$ cat src/common/tsm_map.vh
// Register map, field positions, state diagnostics and timing for the sensor monitor
`ifndef TSM_MAP_VH
`define TSM_MAP_VH

// APB byte offsets
`define TSM_CTRL_OFF 12'h000
`define TSM_STAT_OFF 12'h004
`define TSM_DIAG_OFF 12'h008
`define TSM_WIN_OFF 12'h00C

// Control register fields
`define TSM_CTRL_ENABLE 0
`define TSM_CTRL_BEGIN 1
`define TSM_CTRL_SKIP_MAN 2
`define TSM_CTRL_PWR_REARM 3
`define TSM_CTRL_AUTO_REARM 4
`define TSM_CTRL_REARM 5
`define TSM_CTRL_W 6
`define TSM_CTRL_RST 6'h00

// Status register fields
`define TSM_STAT_READY 0
`define TSM_STAT_SAFE 1
`define TSM_STAT_ALLOWED 2
`define TSM_STAT_PASSED 3
`define TSM_STAT_DEMAND 4
`define TSM_STAT_REARM_REQ 5
`define TSM_STAT_ERROR 6
`define TSM_STAT_PROBE 7
`define TSM_STAT_MAN_PEND 8

// Diagnostic words
`define TSM_DG_IDLE 16'h0000
`define TSM_DG_RUN 16'h8000
`define TSM_DG_INHIBIT 16'h8001
`define TSM_DG_DEMAND 16'h8002
`define TSM_DG_PROBE_LOW 16'h8010
`define TSM_DG_PROBE_HIGH 16'h8011
`define TSM_DG_ERR_FALL 16'hC001
`define TSM_DG_ERR_RISE 16'hC002
`define TSM_DG_ERR_WINDOW 16'hC003

// Timing
`define TSM_CLK_MHZ 125
`define TSM_WINDOW_MS 10
`define TSM_WINDOW_MAX_MS 150
`define TSM_CNT_W 25

`endif

$ cat src/design/tsm_sensor_monitor.v
// Testable light sensor monitor with register-requested self test and APB registers
`include "tsm_map.vh"

// What this block does
// Test request drives probe low and starts the response timer.
// Check window is a constant, default 10 ms, allowed 0 to 150 ms.
// Probe output drives sensor test input and is high after reset.
// Probe low means test requested; probe high means no test.
// Sensor output is low under test or demand, high only when normal.
// Safe output high only without protect demand and without error; low at reset.
// Without skip option, a failed test blocks retest until manual switching sequence.
// With skip option, retest is allowed right after a failed test.
// Check-allowed output high when an automatic test can run; low at reset.
// Check-passed rises on success; low before, during and after failed test.
// Safe output stays high through the whole probe sequence.
// Any error forces safe output low until a valid rearm clears it; a window misconfiguration error is not cleared by rearm.
// Disable returns to idle from any state with top priority.
// Without auto rearm, a rising rearm edge clears error or startup inhibit.
// Window counted in clock cycles; unfinished response on expiry is an error.
// Diagnostic word zero and all indications low after reset.
module tsm_sensor_monitor #(
  parameter CHECK_WINDOW_MS = `TSM_WINDOW_MS,
  parameter CHECK_WINDOW_CYCLES = (CHECK_WINDOW_MS * `TSM_CLK_MHZ * 1000 > 0) ?
                                  CHECK_WINDOW_MS * `TSM_CLK_MHZ * 1000 : 1
) (
  input wire I_REF_CLK,
  input wire I_RESET_N,
  input wire i_psel,
  input wire i_penable,
  input wire i_pwrite,
  input wire [11:0] i_paddr,
  input wire [31:0] i_pwdata,
  output wire [31:0] o_prdata,
  output wire o_pready,
  output wire o_pslverr,
  input wire I_SENSOR_SWITCH_IN,
  output wire O_PROBE_DRIVE,
  output wire O_SAFE_SWITCH_OUT,
  output wire O_CHECK_ALLOWED,
  output wire O_CHECK_PASSED,
  output wire O_ERROR
);

  // One-hot states
  localparam [7:0] ST_IDLE = 8'h01;
  localparam [7:0] ST_INHIBIT = 8'h02;
  localparam [7:0] ST_RUN = 8'h04;
  localparam [7:0] ST_DEMAND = 8'h08;
  localparam [7:0] ST_PROBE_LOW = 8'h10;
  localparam [7:0] ST_PROBE_HIGH = 8'h20;
  localparam [7:0] ST_ERROR = 8'h40;

  localparam [`TSM_CNT_W-1:0] WIN_CYC = CHECK_WINDOW_CYCLES[`TSM_CNT_W-1:0];
  localparam WIN_BAD = (CHECK_WINDOW_MS > `TSM_WINDOW_MAX_MS) ? 1'b1 : 1'b0;

  reg [1:0] rst_sync_q;
  wire rst_n;
  reg [`TSM_CTRL_W-1:0] ctrl_q;
  reg [7:0] state_q;
  reg [7:0] state_d;
  reg [`TSM_CNT_W-1:0] cnt_q;
  reg [15:0] diag_q;
  reg [15:0] diag_d;
  reg passed_q;
  reg man_pend_q;
  reg man_seen_low_q;
  reg begin_prev_q;
  reg rearm_prev_q;
  reg sensor_prev_q;
  reg [31:0] rdata_q;

  wire enable = ctrl_q[`TSM_CTRL_ENABLE];
  wire skip_manual_recovery = ctrl_q[`TSM_CTRL_SKIP_MAN];
  wire power_up_rearm = ctrl_q[`TSM_CTRL_PWR_REARM];
  wire auto_rearm = ctrl_q[`TSM_CTRL_AUTO_REARM];
  wire begin_edge = ctrl_q[`TSM_CTRL_BEGIN] & ~begin_prev_q;
  wire rearm_edge = ctrl_q[`TSM_CTRL_REARM] & ~rearm_prev_q;
  wire sensor_rise = I_SENSOR_SWITCH_IN & ~sensor_prev_q;
  wire timeout = (cnt_q >= WIN_CYC);
  wire check_allowed = (state_q == ST_RUN) & ~man_pend_q;
  wire protect_demand = (state_q == ST_DEMAND);
  wire rearm_request = (state_q == ST_INHIBIT) | (state_q == ST_ERROR);
  wire ready = (state_q != ST_IDLE);
  wire is_error = (state_q == ST_ERROR);
  wire is_probe = (state_q == ST_PROBE_LOW) | (state_q == ST_PROBE_HIGH);

  // Reset release through two flops; assertion stays asynchronous
  always @(posedge I_REF_CLK or negedge I_RESET_N) begin
    if (!I_RESET_N) begin
      rst_sync_q <= 2'b00;
    end else begin
      rst_sync_q <= {rst_sync_q[0], 1'b1};
    end
  end
  assign rst_n = rst_sync_q[1];

  // APB slave: zero wait states, error on unmapped address
  wire apb_acc = i_psel & i_penable;
  wire addr_ok = (i_paddr == `TSM_CTRL_OFF) | (i_paddr == `TSM_STAT_OFF) |
                 (i_paddr == `TSM_DIAG_OFF) | (i_paddr == `TSM_WIN_OFF);
  wire ro_write = i_pwrite & (i_paddr != `TSM_CTRL_OFF);
  assign o_pready = 1'b1;
  assign o_pslverr = apb_acc & (~addr_ok | ro_write);
  assign o_prdata = rdata_q;

  // Control register write
  always @(posedge I_REF_CLK or negedge rst_n) begin
    if (!rst_n) begin
      ctrl_q <= `TSM_CTRL_RST;
    end else if (apb_acc & i_pwrite & (i_paddr == `TSM_CTRL_OFF)) begin
      ctrl_q <= i_pwdata[`TSM_CTRL_W-1:0];
    end
  end

  // Read data captured in setup so it stands during the access phase
  always @(posedge I_REF_CLK or negedge rst_n) begin
    if (!rst_n) begin
      rdata_q <= 32'h00000000;
    end else if (i_psel & ~i_penable & ~i_pwrite) begin
      case (i_paddr)
        `TSM_CTRL_OFF: rdata_q <= {26'h0000000, ctrl_q};
        `TSM_STAT_OFF: rdata_q <= {23'h000000, man_pend_q, ~O_PROBE_DRIVE, is_error,
                                   rearm_request, protect_demand, passed_q,
                                   check_allowed, O_SAFE_SWITCH_OUT, ready};
        `TSM_DIAG_OFF: rdata_q <= {16'h0000, diag_q};
        `TSM_WIN_OFF: rdata_q <= {7'h00, WIN_CYC};
        default: rdata_q <= 32'h00000000;
      endcase
    end
  end

  // Next-state logic; disable is checked first so it overrides everything
  always @* begin
    state_d = state_q;
    diag_d = diag_q;
    if (!enable) begin
      state_d = ST_IDLE;
      diag_d = `TSM_DG_IDLE;
    end else begin
      case (state_q)
        ST_IDLE: begin
          if (WIN_BAD) begin
            state_d = ST_ERROR;
            diag_d = `TSM_DG_ERR_WINDOW;
          end else if (!power_up_rearm) begin
            state_d = ST_INHIBIT;
            diag_d = `TSM_DG_INHIBIT;
          end else if (I_SENSOR_SWITCH_IN) begin
            state_d = ST_RUN;
            diag_d = `TSM_DG_RUN;
          end else begin
            state_d = ST_DEMAND;
            diag_d = `TSM_DG_DEMAND;
          end
        end
        ST_INHIBIT: begin
          if (I_SENSOR_SWITCH_IN & rearm_edge) begin
            state_d = ST_RUN;
            diag_d = `TSM_DG_RUN;
          end
        end
        ST_RUN: begin
          if (!I_SENSOR_SWITCH_IN) begin
            state_d = ST_DEMAND;
            diag_d = `TSM_DG_DEMAND;
          end else if (begin_edge & check_allowed) begin
            state_d = ST_PROBE_LOW;
            diag_d = `TSM_DG_PROBE_LOW;
          end
        end
        ST_DEMAND: begin
          if (I_SENSOR_SWITCH_IN) begin
            state_d = auto_rearm ? ST_RUN : ST_INHIBIT;
            diag_d = auto_rearm ? `TSM_DG_RUN : `TSM_DG_INHIBIT;
          end
        end
        ST_PROBE_LOW: begin
          if (!I_SENSOR_SWITCH_IN) begin
            state_d = ST_PROBE_HIGH;
            diag_d = `TSM_DG_PROBE_HIGH;
          end else if (timeout) begin
            state_d = ST_ERROR;
            diag_d = `TSM_DG_ERR_FALL;
          end
        end
        ST_PROBE_HIGH: begin
          if (I_SENSOR_SWITCH_IN) begin
            state_d = ST_RUN;
            diag_d = `TSM_DG_RUN;
          end else if (timeout) begin
            state_d = ST_ERROR;
            diag_d = `TSM_DG_ERR_RISE;
          end
        end
        ST_ERROR: begin
          // Window misconfiguration cannot be cleared by rearm
          if (!WIN_BAD & I_SENSOR_SWITCH_IN & rearm_edge) begin
            state_d = ST_RUN;
            diag_d = `TSM_DG_RUN;
          end
        end
        default: begin
          state_d = ST_IDLE;
          diag_d = `TSM_DG_IDLE;
        end
      endcase
    end
  end

  // State, diagnostic word and edge history
  always @(posedge I_REF_CLK or negedge rst_n) begin
    if (!rst_n) begin
      state_q <= ST_IDLE;
      diag_q <= `TSM_DG_IDLE;
      begin_prev_q <= 1'b0;
      rearm_prev_q <= 1'b0;
      sensor_prev_q <= 1'b1; // Sensor idles high, so no false rise after reset
    end else begin
      state_q <= state_d;
      diag_q <= diag_d;
      begin_prev_q <= ctrl_q[`TSM_CTRL_BEGIN];
      rearm_prev_q <= ctrl_q[`TSM_CTRL_REARM];
      sensor_prev_q <= I_SENSOR_SWITCH_IN;
    end
  end

  // Window counter runs across both probe phases; saturates to avoid wrap
  always @(posedge I_REF_CLK or negedge rst_n) begin
    if (!rst_n) begin
      cnt_q <= {`TSM_CNT_W{1'b0}};
    end else if (!is_probe) begin
      cnt_q <= {`TSM_CNT_W{1'b0}};
    end else if (!timeout) begin
      cnt_q <= cnt_q + {{(`TSM_CNT_W-1){1'b0}}, 1'b1};
    end
  end

  // Pass flag: rises only when the sensor answers inside the window
  always @(posedge I_REF_CLK or negedge rst_n) begin
    if (!rst_n) begin
      passed_q <= 1'b0;
    end else if ((state_d == ST_PROBE_LOW) | (state_d == ST_ERROR) | !enable) begin
      passed_q <= 1'b0;
    end else if ((state_q == ST_PROBE_HIGH) & (state_d == ST_RUN)) begin
      passed_q <= 1'b1;
    end
  end

  // Manual switching sequence tracking: a full low-then-high of the sensor
  // outside a test releases the block after a failed test
  always @(posedge I_REF_CLK or negedge rst_n) begin
    if (!rst_n) begin
      man_pend_q <= 1'b0;
      man_seen_low_q <= 1'b0;
    end else if (!enable) begin
      man_pend_q <= 1'b0;
      man_seen_low_q <= 1'b0;
    end else if (is_probe & (state_d == ST_ERROR)) begin
      man_pend_q <= ~skip_manual_recovery;
      man_seen_low_q <= 1'b0;
    end else if (man_pend_q & !is_probe) begin
      if (!I_SENSOR_SWITCH_IN) begin
        man_seen_low_q <= 1'b1;
      end else if (man_seen_low_q & sensor_rise) begin
        man_pend_q <= 1'b0;
        man_seen_low_q <= 1'b0;
      end
    end
  end

  // Pin outputs decoded from the one-hot state, the pass flag and the manual pending flag
  assign O_PROBE_DRIVE = ~(state_q == ST_PROBE_LOW);
  assign O_SAFE_SWITCH_OUT = (state_q == ST_RUN) | is_probe;
  assign O_CHECK_ALLOWED = check_allowed;
  assign O_CHECK_PASSED = passed_q;
  assign O_ERROR = is_error;

endmodule

$ cat config.mk
export PLATFORM = sky130hd
export DESIGN_NAME = tsm_sensor_monitor
export DESIGN_NICKNAME = d
export VERILOG_FILES = /design/src/design/tsm_sensor_monitor.v
export VERILOG_INCLUDE_DIRS = /design/src /design/src/common
export SDC_FILE = /design/constraint.sdc
export NUM_CORES = 1
export LEC_CHECK = 0
export ABC_AREA = 1
export CAP_MARGIN = 20
export CELL_PAD_IN_SITES_DETAIL_PLACEMENT = 0
export CELL_PAD_IN_SITES_GLOBAL_PLACEMENT = 1
export CORE_AREA = 3 3 94 96
export CTS_BUF_LIST = sky130_fd_sc_hd__clkbuf_16
export CTS_CLUSTER_SIZE = 30
export DETAILED_ROUTE_END_ITERATION = 12
export DIE_AREA = 0 0 97 99
export DONT_BUFFER_PORTS = 1
export HOLD_SLACK_MARGIN = 0.02
export PLACE_DENSITY = 0.83
export SYNTH_ARGS = -nofsm -noshare
export SYNTH_HDL_FRONTEND = slang
export SYNTH_SLANG_ARGS = --single-unit
export TNS_END_PERCENT = 50
$ cat constraint.sdc
create_clock -name I_REF_CLK -period 2.3 [get_ports I_REF_CLK]
set_input_delay 0.46 -clock I_REF_CLK [delete_from_list [all_inputs] [get_ports I_REF_CLK]]
set_output_delay 0.46 -clock I_REF_CLK [all_outputs]
set_load 0.01 [all_outputs]
==> results.toml <==
[cts]
clock_tree.buffer_depth = 2
clock-sinks = 64
clockRootBuffer = "sky130_fd_sc_hd__clkbuf_16"
cts-buffers-inserted = 9
cts_tree = "done"
worstSkewPairLatency_ns = 0.33
ctsHtreeMaxLevel = 3
clk_transition_reported_paths_ns = 0.05

[setup_path]
crit_path_start_kind = "flip-flop"
timing.critical_path.arrival_ns = 1.71
path_common_cell = "sky130_fd_sc_hd__nand2_1"
slowest_delay_ns = 0.40
end_kind = "output pin"
required_ns = 1.84
worstPathCellList = "inv_2, nand2_1, nor2_2, nand2_4, nand2_8, inv_1, nand2_1, buf_4"
timing_worst_setup_path_type = "reg -> out"
cpLargestDelayFamily = "simple AND/OR/NAND/NOR gates"
slowest_stage = "sky130_fd_sc_hd__dfrtp_1"
ff2ff_setup_slack_ns = 0.28
timing.critical_path.fanout_max = 15
worstPathBufferInverterCount = 3

[detailed_routing]
drc_errors = 0
detail_route.wl_per_cell_um = 13.4
detail_route.first_pass.iterations = 5
via_per_inst = 5.06
via_count = 2976
detail-route-antenna-nets = 0
drt_iter0_markers = 140
routed_wl_mm = 7.90

[final_layout]
layout-area-overhead-vs-synth_pct = 9.42
post_route_cells_drive_above_1_share = 0.130
layout.area.seq_um2 = 1610
insertedDiodeCount = 0
final.fill_count = 789
multi_input_comb_area_um2 = 1640
finish.net_count = 530

[power]
peakVddDrop_uv = 403
power_density_nw_per_um2 = 625
power.static_leakage_nw = 1.93

[timing]
worst_hold_slack_ns = 0.134
timing.final.hold_violations = 0
timing.final.crit_share = 0.943
setup-tns-final_ns = 0
final.setup_skew_ns = 0.00828
report.final.slew_viol_count = 0
grt_setup_unrepaired = "false"
max_slew.worst_pin.slew_ns = 0.525
achievable-frequency_mhz = 461
timing.final.crit_period_ns = 2.17
final_setup_vio_count = 0
max_slew_headroom = 0.650

[yosys]
synth_edf_count = 0
yosys_warnings = 0
post-synth-top-count-cell = "sky130_fd_sc_hd__nand2_1"
synth-async-reset-ratio = 1.00
synth_seq_cells = 64
postSynth.topFlopCell = "sky130_fd_sc_hd__dfrtp_1"
area_share_of_the_largest_cell_type_after_synthesis = 0.425
post_synth_inst_count = 471
postSynthAreaPerCell_um2 = 7.76
yosys.area.top_type = "sky130_fd_sc_hd__dfrtp_1"
portion_of_the_post_synthesis_area_used_by_sequential_elements = 0.439
ys_top_cells_by_area = "sky130_fd_sc_hd__dfrtp_1, sky130_fd_sc_hd__nand2_1, sky130_fd_sc_hd__inv_1"
synth.top_cells.by_count = "sky130_fd_sc_hd__nand2_1, sky130_fd_sc_hd__inv_1, sky130_fd_sc_hd__nor2_1"
cell_variety_after_synth = 43
syn_std_cell_area_um2 = 3650

[grt]
grt_max_degree = 25
initial_antenna_violation_count = 0
grt_overflow_total = 0
grt.total_usage = 0.176
first_global_vias = 2919
wire_length_of_the_first_global_routing_pass_mm = 13.6

[place]
place_congestion = 0.890
place_hpwl_mm = 5.99
port_buf_inserts = 0

[flow_run]
drv_cap = 0

[die]
effective_utilization_at_floorplan = 0.449
design.core.area_um2 = 8130
num_rows = 33
fp.dieH_um = 99
num_io_pins = 89
die_outline_area_um2 = 9600
die_boundary_width_um = 97

[outcome]
outcome = "completed"

[min_path]
worstHoldPathType = "in -> reg"
## final timing paths
check,start,cells after the start,end
max in group asynchronous,rst_sync_q[1],1,sensor_prev_q
worst min register to register,rst_sync_q[1],0,cnt_q[6]
worst min-delay path,I_SENSOR_SWITCH_IN,0,sensor_prev_q
min in group asynchronous,rst_sync_q[1],0,cnt_q[6]
worst max-delay path,state_q[6],8,O_SAFE_SWITCH_OUT
worst max register to register,state_q[1],13,diag_q[14]
## sequential cells by signal, summed over array words and instances (netlist names)
name	count
ctrl_q	6
cnt_q	25
begin_prev_q	1
rearm_prev_q	1
diag_q	5
rst_sync_q	2
man_seen_low_q	1
o_prdata	12
man_pend_q	1
sensor_prev_q	1
O_CHECK_PASSED	1
state_q	8
## per-stage QoR
| step | setup WS [ns] | power [mW] | cell area (um2) | utilization | std cells |
|---|---|---|---|---|---|
| after floorplan | 0.390 | 1.26 | 3720 | - | 488 |
| after global placement | 0.259 | 1.23 | 3700 | 0.455 | 571 |
| after detailed placement | 0.228 | 1.23 | 3700 | 0.455 | 571 |
| after CTS | 0.0549 | 2.54 | 3990 | 0.490 | 588 |
| after global routing | 0.0298 | 2.60 | 4000 | 0.491 | 588 |
| final | 0.131 | 2.50 | 4000 | 0.491 | 588 |
## worst reg2reg max path: stages (launching register included)
cell	delay [ns]
sky130_fd_sc_hd__dfrtp_1	0.43
sky130_fd_sc_hd__inv_2	0.08
sky130_fd_sc_hd__nand2_1	0.10
sky130_fd_sc_hd__nor2_4	0.17
sky130_fd_sc_hd__nand2_2	0.14
sky130_fd_sc_hd__inv_2	0.14
sky130_fd_sc_hd__nand2_1	0.07
sky130_fd_sc_hd__o21ai_2	0.11
sky130_fd_sc_hd__inv_2	0.06
sky130_fd_sc_hd__nor2_1	0.16
sky130_fd_sc_hd__nor2_1	0.08
sky130_fd_sc_hd__nand2_1	0.06
sky130_fd_sc_hd__nand2_1	0.12
sky130_fd_sc_hd__o21ai_0	0.21
## power breakdown
part	internal (mW)	leakage, nW	switching [mW]	total, mW
logic	0.0137	0.910	0.0461	0.0598
registers	1.13	0.878	0.0208	1.16
clock network	0.818	0.147	0.467	1.28
## kinds of logic after synthesis
| logic type | share of synthesized area |
|---|---|
| AOI/OAI and AO/OA | 0.121 |
| adders and majority gates | 0.00685 |
| buffers and inverters | 0.131 |
| DFF | 0.439 |
| muxes | 0.0185 |
| other | 0.00206 |
| and+or+nand+nor | 0.282 |
## cell type report
type	instances	share of cell area
multi-input cells	321	0.411
clock buffers	9	0.0563
well taps	105	0.0329
inverters	75	0.0704
flip-flops and latches	64	0.402
repair buffers	7	0.0138
clock inverters	7	0.0138
## cells in the final DEF, fill, tap and decap left out, types with 3 or more instances in the layout
master	count
sky130_fd_sc_hd__o21ai_1	3
sky130_fd_sc_hd__inv_1	70
sky130_fd_sc_hd__dfrtp_1	61
sky130_fd_sc_hd__conb_1	19
sky130_fd_sc_hd__o22ai_1	3
sky130_fd_sc_hd__mux2_2	6
sky130_fd_sc_hd__o211ai_1	6
sky130_fd_sc_hd__clkbuf_16	9
sky130_fd_sc_hd__nand3_2	4
sky130_fd_sc_hd__nand2_4	3
sky130_fd_sc_hd__inv_2	7
sky130_fd_sc_hd__buf_4	6
sky130_fd_sc_hd__nand2_1	88
sky130_fd_sc_hd__nor3_1	12
sky130_fd_sc_hd__nand4_1	7
sky130_fd_sc_hd__nor2_2	9
sky130_fd_sc_hd__nand2_2	5
sky130_fd_sc_hd__a22o_1	3
sky130_fd_sc_hd__nor2_1	63
sky130_fd_sc_hd__nand3_1	20
sky130_fd_sc_hd__a21oi_1	15
sky130_fd_sc_hd__o21ai_0	29
## repair_timing
item / in CTS / in global routing
endpoints found under the setup margin: 0 / 1
gates resized for setup: 0 / 1
buffers inserted: 0 / 0
hold buffers: 1 / 0
hold endpoints to repair: 2 / 0
## routing by layer
layer	track usage	vias up	wire [um]	share of wire
li1	-	1492	-	-
met1	0.212	1396	3390	0.43
met4	0.0551	0	65	0.0082
met2	0.306	80	3960	0.50
met3	0.0481	8	477	0.060
met5	0	-	0	0
Note: power is estimated with default switching activity, not from simulation.
